`config.mk`:
```
export PLATFORM = sky130hd
export DESIGN_NAME = gpltc_core
export DESIGN_NICKNAME = d
export VERILOG_FILES = /design/src/core/gpltc_pkg.sv /design/src/core/gpltc_linkmon.sv /design/src/core/gpltc_rxlane.sv /design/src/core/gpltc_core.sv
export SDC_FILE = /design/constraint.sdc
export NUM_CORES = 1
export LEC_CHECK = 0
export BUFFER_PORTS_ARGS = -buffer_cell sky130_fd_sc_hd__buf_4
export CAP_MARGIN = 25
export CORE_MARGIN = 5
export CORE_UTILIZATION = 35
export CTS_CLUSTER_SIZE = 40
export DETAILED_ROUTE_END_ITERATION = 16
export SYNTH_ARGS = -nofsm -noshare
export SYNTH_HDL_FRONTEND = slang
export SYNTH_HIERARCHICAL = 1
export SYNTH_SLANG_ARGS = --single-unit
```
`constraint.sdc`:
```
create_clock -name core_clk -period 12.75 [get_ports core_clk]
set_input_delay 0.6375 -clock core_clk [delete_from_list [all_inputs] [get_ports core_clk]]
set_output_delay 0.6375 -clock core_clk [all_outputs]
set_load 0.02 [all_outputs]
```
`src/core/gpltc_pkg.sv`:
```
// constants shared by the link and transmit-mode control block
// assumes one symbol clock at 100 MHz and a synchronous reset
`default_nettype none

package gpltc_pkg;

    // ==========================================================
    // link control, link status and transmit mode codes
    localparam logic [1:0] LC_SCAN    = 2'h0;
    localparam logic [1:0] LC_DISABLE = 2'h1;
    localparam logic [1:0] LC_ENABLE  = 2'h2;
    localparam logic [1:0] LS_FAIL    = 2'h0;
    localparam logic [1:0] LS_READY   = 2'h1;
    localparam logic [1:0] LS_OK      = 2'h2;
    localparam logic [1:0] TXM_SEND_N = 2'h0;
    localparam logic [1:0] TXM_SEND_I = 2'h1;
    localparam logic [1:0] TXM_SEND_Z = 2'h2;

    // ==========================================================
    // quinary symbols, two's complement
    localparam logic [2:0] SYM_P2 = 3'h2;
    localparam logic [2:0] SYM_ZERO = 3'h0;
    localparam logic [2:0] SYM_M2 = 3'h6;
    localparam logic [2:0] SYM_OFS = 3'h2;

    // ==========================================================
    // register map
    localparam logic [3:0] ADDR_CTRL   = 4'h0;
    localparam logic [3:0] ADDR_STATUS = 4'h4;
    localparam logic [3:0] ADDR_RXCFG  = 4'h8;
    localparam int CTRL_LPI_EN  = 0;
    localparam int CTRL_TRAIN   = 1;
    localparam int CTRL_ZERO    = 2;
    localparam logic [2:0] CTRL_RESET = 3'h0;
    localparam int RXCFG_POL_LSB = 0;
    localparam int RXCFG_SWAB    = 4;
    localparam int RXCFG_SWCD    = 5;
    localparam int RXCFG_DLY_LSB = 6;
    localparam logic [13:0] RXCFG_RESET = 14'h0000;
    localparam int ST_LS_LSB   = 0;
    localparam int ST_TXM_LSB  = 2;
    localparam int ST_MODE_LSB = 4;
    localparam int ST_REMOK    = 9;
    localparam int ST_REMLPI   = 10;

    // ==========================================================
    // low power idle timing
    localparam int CLK_PERIOD_NS = 10;
    localparam int LPI_IDLE_NS   = 2000;
    localparam int LPI_QUIET_NS  = 20000;
    localparam int LPI_IDLE_CYC =
        (LPI_IDLE_NS + CLK_PERIOD_NS - 1) / CLK_PERIOD_NS;
    localparam int LPI_QUIET_CYC =
        (LPI_QUIET_NS + CLK_PERIOD_NS - 1) / CLK_PERIOD_NS;
    localparam logic [10:0] LFSR_SEED = 11'h5A5;

    // ==========================================================
    // state machines
    typedef enum logic [4:0] {
        CS_OFF       = 5'h01,
        CS_TRAIN     = 5'h02,
        CS_NORMAL    = 5'h04,
        CS_LPI_IDLE  = 5'h08,
        CS_LPI_QUIET = 5'h10
    } gpltc_ctl_type;

    typedef enum logic [2:0] {
        LM_FAIL  = 3'h1,
        LM_READY = 3'h2,
        LM_OK    = 3'h4
    } gpltc_lm_type;

endpackage

`default_nettype wire

```
`src/core/gpltc_linkmon.sv`:
```
// link monitor: derives link status from link control and receiver
// assumes link control comes from logic on the same clock
`timescale 1ns/1ns
`default_nettype none

module gpltc_linkmon
    import gpltc_pkg::*;
(
    // clock and reset
    input  wire logic       core_clk,
    input  wire logic       resetn,
    // inputs
    input  wire logic [1:0] linkControl,
    input  wire logic       signalDetect,
    input  wire logic       locRcvrOk,
    // status
    output logic      [1:0] linkStatus
);

    gpltc_lm_type lmState_reg;

    // ==========================================================
    // monitor state and reported status
    always_ff @(posedge core_clk)
    begin
        if (!resetn)
        begin
            lmState_reg <= LM_FAIL;
            linkStatus  <= LS_FAIL;
        end
        else if (linkControl != LC_ENABLE)
        begin
            lmState_reg <= LM_FAIL;
            linkStatus  <= LS_FAIL;
        end
        else
        begin
            case (lmState_reg)
            LM_FAIL:
                if (signalDetect)
                begin
                    lmState_reg <= LM_READY;
                    linkStatus  <= LS_READY;
                end
            LM_READY:
                if (!signalDetect)
                begin
                    lmState_reg <= LM_FAIL;
                    linkStatus  <= LS_FAIL;
                end
                else if (locRcvrOk)
                begin
                    lmState_reg <= LM_OK;
                    linkStatus  <= LS_OK;
                end
            LM_OK:
                if (!signalDetect)
                begin
                    lmState_reg <= LM_FAIL;
                    linkStatus  <= LS_FAIL;
                end
                else if (!locRcvrOk)
                begin
                    lmState_reg <= LM_READY;
                    linkStatus  <= LS_READY;
                end
            default:
            begin
                lmState_reg <= LM_FAIL;
                linkStatus  <= LS_FAIL;
            end
            endcase
        end
    end

endmodule

`default_nettype wire

```
`src/core/gpltc_rxlane.sv`:
```
// one receive pair: deskew delay, polarity fix and level clamp
// assumes symbols arrive once per clock in two's complement
`timescale 1ns/1ns
`default_nettype none

module gpltc_rxlane
    import gpltc_pkg::*;
(
    // clock and reset
    input  wire logic       core_clk,
    input  wire logic       resetn,
    // lane control
    input  wire logic       invert,
    input  wire logic [1:0] delay,
    // symbols
    input  wire logic [2:0] symIn,
    output logic      [2:0] symOut
);

    logic [2:0] hist_reg [3];
    logic [2:0] picked;
    logic [2:0] fixed;

    always_ff @(posedge core_clk)
    begin
        if (!resetn)
        begin
            hist_reg[0] <= SYM_ZERO;
            hist_reg[1] <= SYM_ZERO;
            hist_reg[2] <= SYM_ZERO;
        end
        else
        begin
            hist_reg[0] <= symIn;
            hist_reg[1] <= hist_reg[0];
            hist_reg[2] <= hist_reg[1];
        end
    end

    // out-of-range codes forced to nearest level
    always_comb
    begin
        picked = (delay == 2'h0) ? symIn : hist_reg[delay - 2'h1];
        fixed  = invert ? 3'(SYM_ZERO - picked) : picked;
        if (fixed == 3'h3)
            fixed = SYM_P2;
        else if (fixed == 3'h4 || fixed == 3'h5)
            fixed = SYM_M2;
    end

    always_ff @(posedge core_clk)
    begin
        if (!resetn)
            symOut <= SYM_ZERO;
        else
            symOut <= fixed;
    end

endmodule

`default_nettype wire

```
`src/core/gpltc_core.sv`:
```
// link control, link status and transmit mode for a four-pair PHY
// assumes negotiation logic and encoder users share core_clk
`timescale 1ns/1ns
`default_nettype none

module gpltc_core
    import gpltc_pkg::*;
(
    // clock and reset
    input  wire logic        core_clk,
    input  wire logic        resetn,
    // negotiation side
    input  wire logic [1:0]  linkControl,
    output logic      [1:0]  linkStatus,
    // receiver condition
    input  wire logic        signalDetect,
    input  wire logic        locRcvrOk,
    // media independent side
    input  wire logic        txEn,
    input  wire logic [7:0]  txd,
    input  wire logic        lpiAssert,
    output logic      [7:0]  rxd,
    output logic             remLpiSeen,
    output logic             remRcvrOk,
    // transmit control
    output logic      [1:0]  txMode,
    output logic             lpiMode,
    // symbols per pair
    output logic      [2:0]  txSymA,
    output logic      [2:0]  txSymB,
    output logic      [2:0]  txSymC,
    output logic      [2:0]  txSymD,
    input  wire logic [2:0]  rxSymA,
    input  wire logic [2:0]  rxSymB,
    input  wire logic [2:0]  rxSymC,
    input  wire logic [2:0]  rxSymD,
    // register port
    input  wire logic [3:0]  regAddr,
    input  wire logic [31:0] regWrData,
    input  wire logic        regWr,
    input  wire logic        regRd,
    output logic      [31:0] regRdData
);

    gpltc_ctl_type ctlState_reg;
    logic [15:0]   timer_reg;
    logic [2:0]    ctrl_reg;
    logic [13:0]   rxCfg_reg;
    logic [10:0]   lfsr_reg;
    logic [2:0]    rawSym [4];
    logic [2:0]    corrSym [4];
    logic [11:0]   idleSyms;
    logic [11:0]   dataSyms;
    logic [31:0]   statusWord;
    logic          lpiEn;
    logic          forceTrain;
    logic          zeroInLpi;
    logic          rcvrsOk;
    logic          lpiSignal;
    logic          remIdleSeen;

    assign lpiEn      = ctrl_reg[CTRL_LPI_EN];
    assign forceTrain = ctrl_reg[CTRL_TRAIN];
    assign zeroInLpi  = ctrl_reg[CTRL_ZERO];
    assign rcvrsOk    = locRcvrOk && remRcvrOk;
    assign lpiSignal  = lpiEn && lpiAssert;

    // ==========================================================
    // symbol mapping helpers
    function automatic logic [2:0] idleLevel(input logic b);
        return b ? SYM_P2 : SYM_M2;
    endfunction

    function automatic logic [11:0] octetToSyms(input logic [7:0] v);
        logic [7:0]  q;
        logic [7:0]  t;
        logic [11:0] s;
        q = v;
        s = 12'h000;
        for (int i = 0; i < 4; i++)
        begin
            t = q % 8'h05;
            s[i*3 +: 3] = 3'(t[2:0] - SYM_OFS);
            q = q / 8'h05;
        end
        return s;
    endfunction

    function automatic logic [7:0] symsToOctet(input logic [11:0] s);
        logic [9:0] acc;
        logic [2:0] d;
        acc = 10'h000;
        for (int i = 3; i >= 0; i--)
        begin
            d = 3'(s[i*3 +: 3] + SYM_OFS);
            acc = 10'(acc * 10'h005) + {7'h00, d};
        end
        return acc[7:0];
    endfunction

    // ==========================================================
    // link monitor
    gpltc_linkmon linkMon
    (
        .core_clk     (core_clk),
        .resetn       (resetn),
        .linkControl  (linkControl),
        .signalDetect (signalDetect),
        .locRcvrOk    (locRcvrOk),
        .linkStatus   (linkStatus)
    );

    // ==========================================================
    // receive pair correction
    always_comb
    begin
        rawSym[0] = rxCfg_reg[RXCFG_SWAB] ? rxSymB : rxSymA;
        rawSym[1] = rxCfg_reg[RXCFG_SWAB] ? rxSymA : rxSymB;
        rawSym[2] = rxCfg_reg[RXCFG_SWCD] ? rxSymD : rxSymC;
        rawSym[3] = rxCfg_reg[RXCFG_SWCD] ? rxSymC : rxSymD;
    end

    generate
        for (genvar p = 0; p < 4; p++)
        begin : gLane
            gpltc_rxlane lane
            (
                .core_clk (core_clk),
                .resetn   (resetn),
                .invert   (rxCfg_reg[RXCFG_POL_LSB + p]),
                .delay    (rxCfg_reg[RXCFG_DLY_LSB + 2*p +: 2]),
                .symIn    (rawSym[p]),
                .symOut   (corrSym[p])
            );
        end
    endgenerate

    // idle groups have even levels and live pairs A and B
    assign remIdleSeen = !corrSym[0][0] && !corrSym[1][0]
        && !corrSym[2][0] && !corrSym[3][0]
        && corrSym[0] != SYM_ZERO && corrSym[1] != SYM_ZERO;

    // ==========================================================
    // receive decode and remote indications
    always_ff @(posedge core_clk)
    begin
        if (!resetn)
            rxd <= 8'h00;
        else if (linkControl != LC_ENABLE)
            rxd <= 8'h00;
        else
            rxd <= symsToOctet({corrSym[3], corrSym[2],
                                corrSym[1], corrSym[0]});
    end

    always_ff @(posedge core_clk)
    begin
        if (!resetn)
        begin
            remRcvrOk  <= 1'b0;
            remLpiSeen <= 1'b0;
        end
        else if (linkControl != LC_ENABLE)
        begin
            remRcvrOk  <= 1'b0;
            remLpiSeen <= 1'b0;
        end
        else if (remIdleSeen)
        begin
            remRcvrOk  <= corrSym[3] != SYM_ZERO;
            remLpiSeen <= corrSym[2] == SYM_ZERO;
        end
    end

    // ==========================================================
    // phy control state machine
    always_ff @(posedge core_clk)
    begin
        if (!resetn)
        begin
            ctlState_reg <= CS_OFF;
            timer_reg    <= 16'h0000;
        end
        else if (linkControl != LC_ENABLE)
        begin
            ctlState_reg <= CS_OFF;
            timer_reg    <= 16'h0000;
        end
        else if (linkStatus == LS_FAIL)
            ctlState_reg <= CS_OFF;
        else
        begin
            case (ctlState_reg)
            CS_OFF:
                ctlState_reg <= CS_TRAIN;
            CS_TRAIN:
                if (rcvrsOk && !forceTrain)
                    ctlState_reg <= CS_NORMAL;
            CS_NORMAL:
                if (!rcvrsOk || forceTrain)
                    ctlState_reg <= CS_TRAIN;
                else if (lpiSignal && remLpiSeen)
                begin
                    ctlState_reg <= CS_LPI_IDLE;
                    timer_reg    <= 16'(LPI_IDLE_CYC - 1);
                end
            CS_LPI_IDLE:
                if (!lpiSignal)
                    ctlState_reg <= CS_NORMAL;
                else if (timer_reg != 16'h0000)
                    timer_reg <= timer_reg - 16'h0001;
                else if (zeroInLpi)
                begin
                    ctlState_reg <= CS_LPI_QUIET;
                    timer_reg    <= 16'(LPI_QUIET_CYC - 1);
                end
            CS_LPI_QUIET:
                if (!lpiSignal)
                    ctlState_reg <= CS_NORMAL;
                else if (timer_reg != 16'h0000)
                    timer_reg <= timer_reg - 16'h0001;
                else
                begin
                    ctlState_reg <= CS_LPI_IDLE;
                    timer_reg    <= 16'(LPI_IDLE_CYC - 1);
                end
            default:
                ctlState_reg <= CS_OFF;
            endcase
        end
    end

    // ==========================================================
    // transmit mode, registered once per symbol
    always_ff @(posedge core_clk)
    begin
        if (!resetn)
        begin
            txMode  <= TXM_SEND_Z;
            lpiMode <= 1'b0;
        end
        else
        begin
            lpiMode <= ctlState_reg == CS_LPI_IDLE
                || ctlState_reg == CS_LPI_QUIET;
            case (ctlState_reg)
            CS_NORMAL:    txMode <= TXM_SEND_N;
            CS_TRAIN:     txMode <= TXM_SEND_I;
            CS_LPI_IDLE:  txMode <= TXM_SEND_I;
            default:      txMode <= TXM_SEND_Z;
            endcase
        end
    end

    // ==========================================================
    // idle pattern source
    always_ff @(posedge core_clk)
    begin
        if (!resetn)
            lfsr_reg <= LFSR_SEED;
        else
            lfsr_reg <= {lfsr_reg[9:0], lfsr_reg[10] ^ lfsr_reg[8]};
    end

    // pair C zero asks for low power idle, pair D zero for retrain
    always_comb
    begin
        idleSyms[2:0]  = idleLevel(lfsr_reg[0]);
        idleSyms[5:3]  = idleLevel(lfsr_reg[3]);
        idleSyms[8:6]  = lpiSignal ? SYM_ZERO
                                   : idleLevel(lfsr_reg[6]);
        idleSyms[11:9] = locRcvrOk ? idleLevel(lfsr_reg[9])
                                   : SYM_ZERO;
        dataSyms       = octetToSyms(txd);
    end

    // ==========================================================
    // transmit symbols
    always_ff @(posedge core_clk)
    begin
        if (!resetn)
        begin
            txSymA <= SYM_ZERO;
            txSymB <= SYM_ZERO;
            txSymC <= SYM_ZERO;
            txSymD <= SYM_ZERO;
        end
        else
        begin
            case (txMode)
            TXM_SEND_N:
                {txSymD, txSymC, txSymB, txSymA} <=
                    txEn ? dataSyms : idleSyms;
            TXM_SEND_I:
                {txSymD, txSymC, txSymB, txSymA} <= idleSyms;
            default:
                {txSymD, txSymC, txSymB, txSymA} <= 12'h000;
            endcase
        end
    end

    // ==========================================================
    // register writes
    always_ff @(posedge core_clk)
    begin
        if (!resetn)
        begin
            ctrl_reg  <= CTRL_RESET;
            rxCfg_reg <= RXCFG_RESET;
        end
        else if (regWr)
        begin
            if (regAddr == ADDR_CTRL)
                ctrl_reg <= regWrData[2:0];
            else if (regAddr == ADDR_RXCFG)
                rxCfg_reg <= regWrData[13:0];
        end
    end

    // ==========================================================
    // register reads
    always_comb
    begin
        statusWord = 32'h0000_0000;
        statusWord[ST_LS_LSB +: 2]   = linkStatus;
        statusWord[ST_TXM_LSB +: 2]  = txMode;
        statusWord[ST_MODE_LSB +: 5] = ctlState_reg;
        statusWord[ST_REMOK]         = remRcvrOk;
        statusWord[ST_REMLPI]        = remLpiSeen;
    end

    always_ff @(posedge core_clk)
    begin
        if (!resetn)
            regRdData <= 32'h0000_0000;
        else if (!regRd)
            regRdData <= 32'h0000_0000;
        else if (regAddr == ADDR_CTRL)
            regRdData <= {29'h0000_0000, ctrl_reg};
        else if (regAddr == ADDR_STATUS)
            regRdData <= statusWord;
        else if (regAddr == ADDR_RXCFG)
            regRdData <= {18'h0_0000, rxCfg_reg};
        else
            regRdData <= 32'h0000_0000;
    end

endmodule

`default_nettype wire

```
# --- After elaboration in Yosys (flattened, before gate mapping) ---
# Memories as Yosys holds them, arrays and structs flattened.
# Index checks and enable logic that the tools add are counted.
# W data, S select, Z words.
classes:
  addsub: 20
  multipliers: 3
  div: 7
  order_cmp: 0
  n_eq_ne: 37
  shifts: 0
  n_mux: 78
  bitwise: 18
  reduce_logical: 54
op_table:
  columns: ["operator", "count"]
  rows:
  - ["$mux W3", 40]
  - ["$mux W16", 7]
  - ["$pmux W16 S3", 1]
  - ["$mux W5", 8]
  - ["$mod A8 B3 Y8 const B", 4]
  - ["$eq A3 B3 Y1 const B", 9]
  - ["$pmux W5 S5", 1]
  - ["$div A8 B3 Y8 const B", 3]
  - ["$pmux W3 S2", 4]
  - ["$mux W11", 2]
  - ["$ne A3 B3 Y1 const B", 7]
  - ["$mux W2", 9]
  - ["$reduce_or A3 Y1", 6]
  - ["$reduce_bool A16 Y1", 1]
  - ["$sub A16 B1 Y16 const B", 1]
  - ["$eq A3 B2 Y1 const B", 5]
  - ["$ne A2 B2 Y1 const B", 7]
  - ["$add A3 B2 Y3 const B", 4]
  - ["$logic_not A2 Y1", 6]
  - ["$mux W12", 1]
  - ["$or A1 B1 Y1", 12]
  - ["$reduce_bool A3 Y1", 4]
  - ["$reduce_or A2 Y1", 6]
  - ["$sub A1 B3 Y3 const A", 4]
  - ["34 further kinds", 65]
totals:
  register_bits: 123
  latchBits: 0
  ram_bits: 36
  mem_bits_ro: 0
  input_bits: 66
  out_inout_bits: 59
  word_cells: 253
  mem_count: 4
memory_table:
  columns: ["memory", "depth", "word_bits", "read_ports", "rd_clocked_by_memory_dff", "wr", "line", "source"]
  rows:
  - ["gLane[0].lane.hist_reg", 3, 3, 3, 0, 3, "gpltc_rxlane.sv:20", "logic [2:0] hist_reg [3];"]
  - ["gLane[1].lane.hist_reg", 3, 3, 3, 0, 3, "gpltc_rxlane.sv:20", null]
  - ["gLane[2].lane.hist_reg", 3, 3, 3, 0, 3, "gpltc_rxlane.sv:20", null]
  - ["gLane[3].lane.hist_reg", 3, 3, 3, 0, 3, "gpltc_rxlane.sv:20", null]

# --- Logic depth before layout (Yosys ltp) ---
# An unclocked memory read counts as a cell.
logic_depth:
  ltp_word: 9
  ltp_mapped: 48
  mapped_depth_nobuf: 45

# --- Modules after synthesis ---
# The synthesis kept the hierarchy.
modules_own_cells:
  columns: ["module", "instances", "cells_per_inst", "area_each_um2", "seq_area_each_um2"]
  rows:
  - ["gpltc_core", 1, 841, 6899.1, 1761.7]
  - ["gpltc_rxlane", 4, 57, 550.5, 240.2]
  - ["gpltc_linkmon", 1, 13, 128.9, 60.1]

# --- Least setup slack after synthesis ---
# No wires, ideal clock.
synth_timing:
  path_kind: "input port to flip-flop"
  start: "input port txd[2]"
  end: "register txSymC[1]"
  setup_ns: 0.086
  arrival_time_ns: 8.939
  t_required_ns: 12.664
  path_slack_ns: 3.725
  path_stages: 44
  n_path_buf: 3
  cell_sequence: "clkbuf_1 > clkbuf_1 > a21oi_1 > o221a_2 > nand2_1 > inv_2 > xnor2_1 > ha_1 > nand2b_1 > maj3_1 > a21boi_1 > xnor2_1 > ha_1 > nand2b_1 > nor2b_1 > a32o_2 > o31a_4 > buf_6 > [... 8 more ...] > o21ai_0 > nand2b_1 > nor4_1 > a21o_1 > a31oi_1 > a21oi_1 > ha_1 > nand2_1 > a211oi_1 > o221ai_1 > nor2_1 > a21oi_1 > inv_1 > ha_1 > o22ai_1 > o21ai_1 > mux2_1 > a211oi_1"
synth_via:
  elab_chain_cells: 6
synth_rtl:
  columns: ["item", "line", "source"]
  rows:
  - ["start, declared", "gpltc_core.sv:20", "input wire logic [7:0] txd,"]
  - ["$div A8 B3 Y8 (2 in a row)", "gpltc_core.sv:84", "q = q / 8'h05;"]
  - ["$mod A8 B3 Y8", "gpltc_core.sv:82", "t = q % 8'h05;"]
  - ["$sub A3 B2 Y3", "gpltc_core.sv:83", "s[i*3 +: 3] = 3'(t[2:0] - SYM_OFS);"]
  - ["$mux W12", "gpltc_core.sv:293", "txEn ? dataSyms : idleSyms;"]
  - ["$pmux W3 S2", "gpltc_core.sv:290", "case (txMode)"]
  - ["end signal, assigned", "gpltc_core.sv:292", "{txSymD, txSymC, txSymB, txSymA} <="]
  - ["end signal, assigned", "gpltc_core.sv:295", "{txSymD, txSymC, txSymB, txSymA} <= idleSyms;"]
  - ["end, declared", "gpltc_core.sv:31", "output logic [2:0] txSymC,"]
# No other way between the ends.
# A chain may end at the register's enable or synchronous reset.

# --- Final worst setup path ---
layout_timing:
  start: "input port txd[7]"
  end: "register txSymC[1]"
# Same word-level chain as after synthesis.

==> flow_summary.ini <==
[sta]
clock.fmax_mhz = 99.4
relSlewSlack = 0.524
skew_ns = 0.00931
rsz0062_at_grt = false
tns_ns = 0
setup_violations = 0
fin_ws_ns = 2.69
fin_crit_sh = 0.789
min_period_ns = 10.06
slew_viol_final = 0
hold_viol_final = 0
tightest_slew_ns = 0.715

[clocking]
ctsResizeCount = 0
cts_buffer_depth = 2
cts-htree-levels = 4
clock_latency_ns = 0.43
cts_made_buffers = 17
cts.sinks = 139
cts_tree = done
cts_setup_buffers = 0
cts-root-buf = clkbuf_16
holdBufCountCts = 0
clkTransAtPathRegs_ns = 0.06

[die]
initial_core_util = 0.355
die-area_mm2 = 0.0297
chipWidth_um = 172
io_pins = 125
rows = 59
fp.dieH_um = 172
core_area_mm2 = 0.0260

[logic_synthesis]
yosysWarnings = 6
async_reset_ff_frac = 0
synth.avg_cell_area_um2 = 8.53
synth-edff-count = 0
netlist_area_mm2 = 0.00923
yosysUniqueCellTypes = 94
synth_seq_cells = 139
synthFlopType = dfxtp_1
synthCells = 1082
seq_area_frac_synth = 0.301

[global_route]
grt_max_degree = 64
grt_pass1_vias = 7236
overflow = 0
grtUsageTotal = 0.150
grt_pass1_wl_um = 36100
antenna_found_initial = 1

[run_status]
outcome = finished clean

[cells_and_area]
fillers = 2648
largest_reg_flops = 36
drive_above_1_share = 0.148
finalInstanceArea_mm2 = 0.0106
syn2layout_area_growth_pct = 15.0
finalNetCount = 1281

[route]
viasPerCell = 5.15
drt.antenna.violating_nets = 0
wire_per_inst_um = 14.7
drcViolationCount = 0
vias = 7681
drt_iter0_markers = 647
dr.pass1.iters = 5
wirelength_um = 22000

[power_and_ir_drop]
power_density_mw_per_mm2 = 168
switching_share = 0.367
pwr-share-clk = 0.284
p_seq_frac = 0.257
ir_drop_uv = 125
cellInternalPower_mw = 1.13
p_leak_nw = 4.39
power_switching_mw = 0.655
p_comb_frac = 0.459

[setup_path]
r2r-start = gLane[3].lane/symOut[1]$_SDFF_PN0_
rr_worst_depth = 22
slowest_delay_ns = 0.53
path_max_fanout = 20
r2r_end = rxd[7]$_SDFF_PP0_
crit_top_cell = ha_1
crit_slowest_cell = nor2b_1
worstPathArrival_ns = 10.40
setup.reg_to_reg.worst_slack_ns = 7.38
worstPathRequired_ns = 13.09
path_class = input pin to flip-flop
critPathLaunchType = input pin
crit_path_end_kind = flip-flop

[place]
place_hpwl_um = 16700
dpl_cell_area_mm2 = 0.0100
gp_congestion = 0.882
port_buffers = 88
post-place-ws_ns = 2.31

[flow_run]
cap_violations = 0

[worst_hold_path]
min_delay_path_depth = 1
hp-class = flip-flop to flip-flop
min-delay-start = lfsr_reg[1]$_SDFF_PN0_
min_to = lfsr_reg[2]$_SDFF_PN1_
cell usage in the layout, fill, tap and decap left out, types with 10 or more instances in the layout:
master / count
dfxtp_1: 139
buf_4: 91
nor2_1: 86
ha_1: 70
nand2_1: 69
a21oi_1: 60
and2_1: 59
inv_1: 58
xnor2_1: 35
nand2b_1: 33
mux2i_1: 28
nor3_1: 24
o21ai_0: 22
nand3_1: 20
nor2b_1: 19
conb_1: 18
clkbuf_16: 17
a211oi_1: 16
a21boi_0: 16
nor4_1: 14
xor2_1: 13
o21a_1: 13
mux2_2: 13
o221ai_1: 12
and3_1: 12
a22oi_1: 10
synth_stat cells (23+ instances only):
cell | instances | area (um^2)
and2_1 | 59 | 369
xnor2_1 | 35 | 307
o21ai_0 | 23 | 115
nor2_1 | 86 | 323
buf_4 | 23 | 173
nor3_1 | 24 | 120
mux2i_1 | 28 | 280
dfxtp_1 | 139 | 2780
ha_1 | 70 | 876
nand2_1 | 69 | 259
a21oi_1 | 60 | 300
inv_1 | 58 | 218
nand2b_1 | 33 | 206
clkbuf_1 | 33 | 124
power groups by stage:
stage | Combinational [mW] | Sequential (mW) | Clock, mW
final | 0.821 | 0.459 | 0.508
after global routing | 0.938 | 0.461 | 0.541
after CTS | 0.833 | 0.460 | 0.519
after detailed placement | 0.820 | 0.469 | 0
after global placement | 0.812 | 0.469 | 0
after floorplan | 0.677 | 0.471 | 0
layout make-up:
cell class / count / area [um^2] / area share
Multi-Input combinational cell: 829 / 5880 / 0.554
Tap cell: 335 / 419 / 0.0395
Sequential cell: 139 / 2780 / 0.262
Clock buffer: 19 / 443 / 0.0417
Inverter: 64 / 245 / 0.0231
Timing Repair Buffer: 91 / 683 / 0.0644
Antenna cell: 1 / 2.50 / 0.000236
Clock inverter: 13 / 159 / 0.0150
how the worst max path moves through the flow:
| stage | slack [ns] | start | to |
|---|---|---|---|
| 3_3_place_gp | 2.49 | txd[7] | txSymC[1]$_SDFF_PN0_ |
| 5_1_grt | 1.65 | txd[7] | txSymC[1]$_SDFF_PN0_ |
| 3_5_place_dp | 2.31 | txd[7] | txSymC[1]$_SDFF_PN0_ |
| 6_report | 2.69 | txd[7] | txSymC[1]$_SDFF_PN0_ |
| 2_1_floorplan | 3.73 | txd[2] | txSymC[1]$_SDFF_PN0_ |
| 4_1_cts | 2.73 | txd[7] | txSymC[1]$_SDFF_PN0_ |
metal layers:
metal | vias to the layer above | global-route usage | wire (um)
met3 | 40 | 0.0295 | 1270
li1 | 3930 | - | -
met2 | 204 | 0.226 | 9430
met1 | 3507 | 0.208 | 10600
met5 | - | 0 | 0
met4 | 0 | 0.0612 | 671
logic make-up after synthesis:
group                    Yosys count  share of synthesized area
flip-flops                       139                      0.301
AO/OA/AOI/OAI                    243                      0.190
buffers and inverters            131                     0.0685
XOR/XNOR                          49                     0.0485
adder cells (fa/ha/maj)           74                      0.102
other                              1                   0.000406
multiplexers                      46                     0.0544
AND/OR/NAND/NOR                  399                      0.234
critical path: cells and delay by family:
kind                       cells  cell delay, ns
muxes                          1            0.37
buffers and inverters          4            0.53
adders and majority gates      7            1.85
AOI/OAI and AO/OA             17            4.00
and+or+nand+nor               11            2.34
xor gates and xnor gates       3            0.68
through the flow:
| step | hold slack [ns] | util | total power [mW] | cells |
|---|---|---|---|---|
| 2_1_floorplan | 0.386 | - | 1.15 | 1099 |
| 3_3_place_gp | 0.390 | 0.385 | 1.28 | 1457 |
| 3_5_place_dp | 0.398 | 0.385 | 1.29 | 1457 |
| 4_1_cts | 0.413 | 0.408 | 1.81 | 1489 |
| 5_1_grt | 0.425 | 0.408 | 1.94 | 1491 |
| 6_report | 0.409 | 0.408 | 1.79 | 1491 |
No activity file was read; power rests on OpenSTA's default activity.
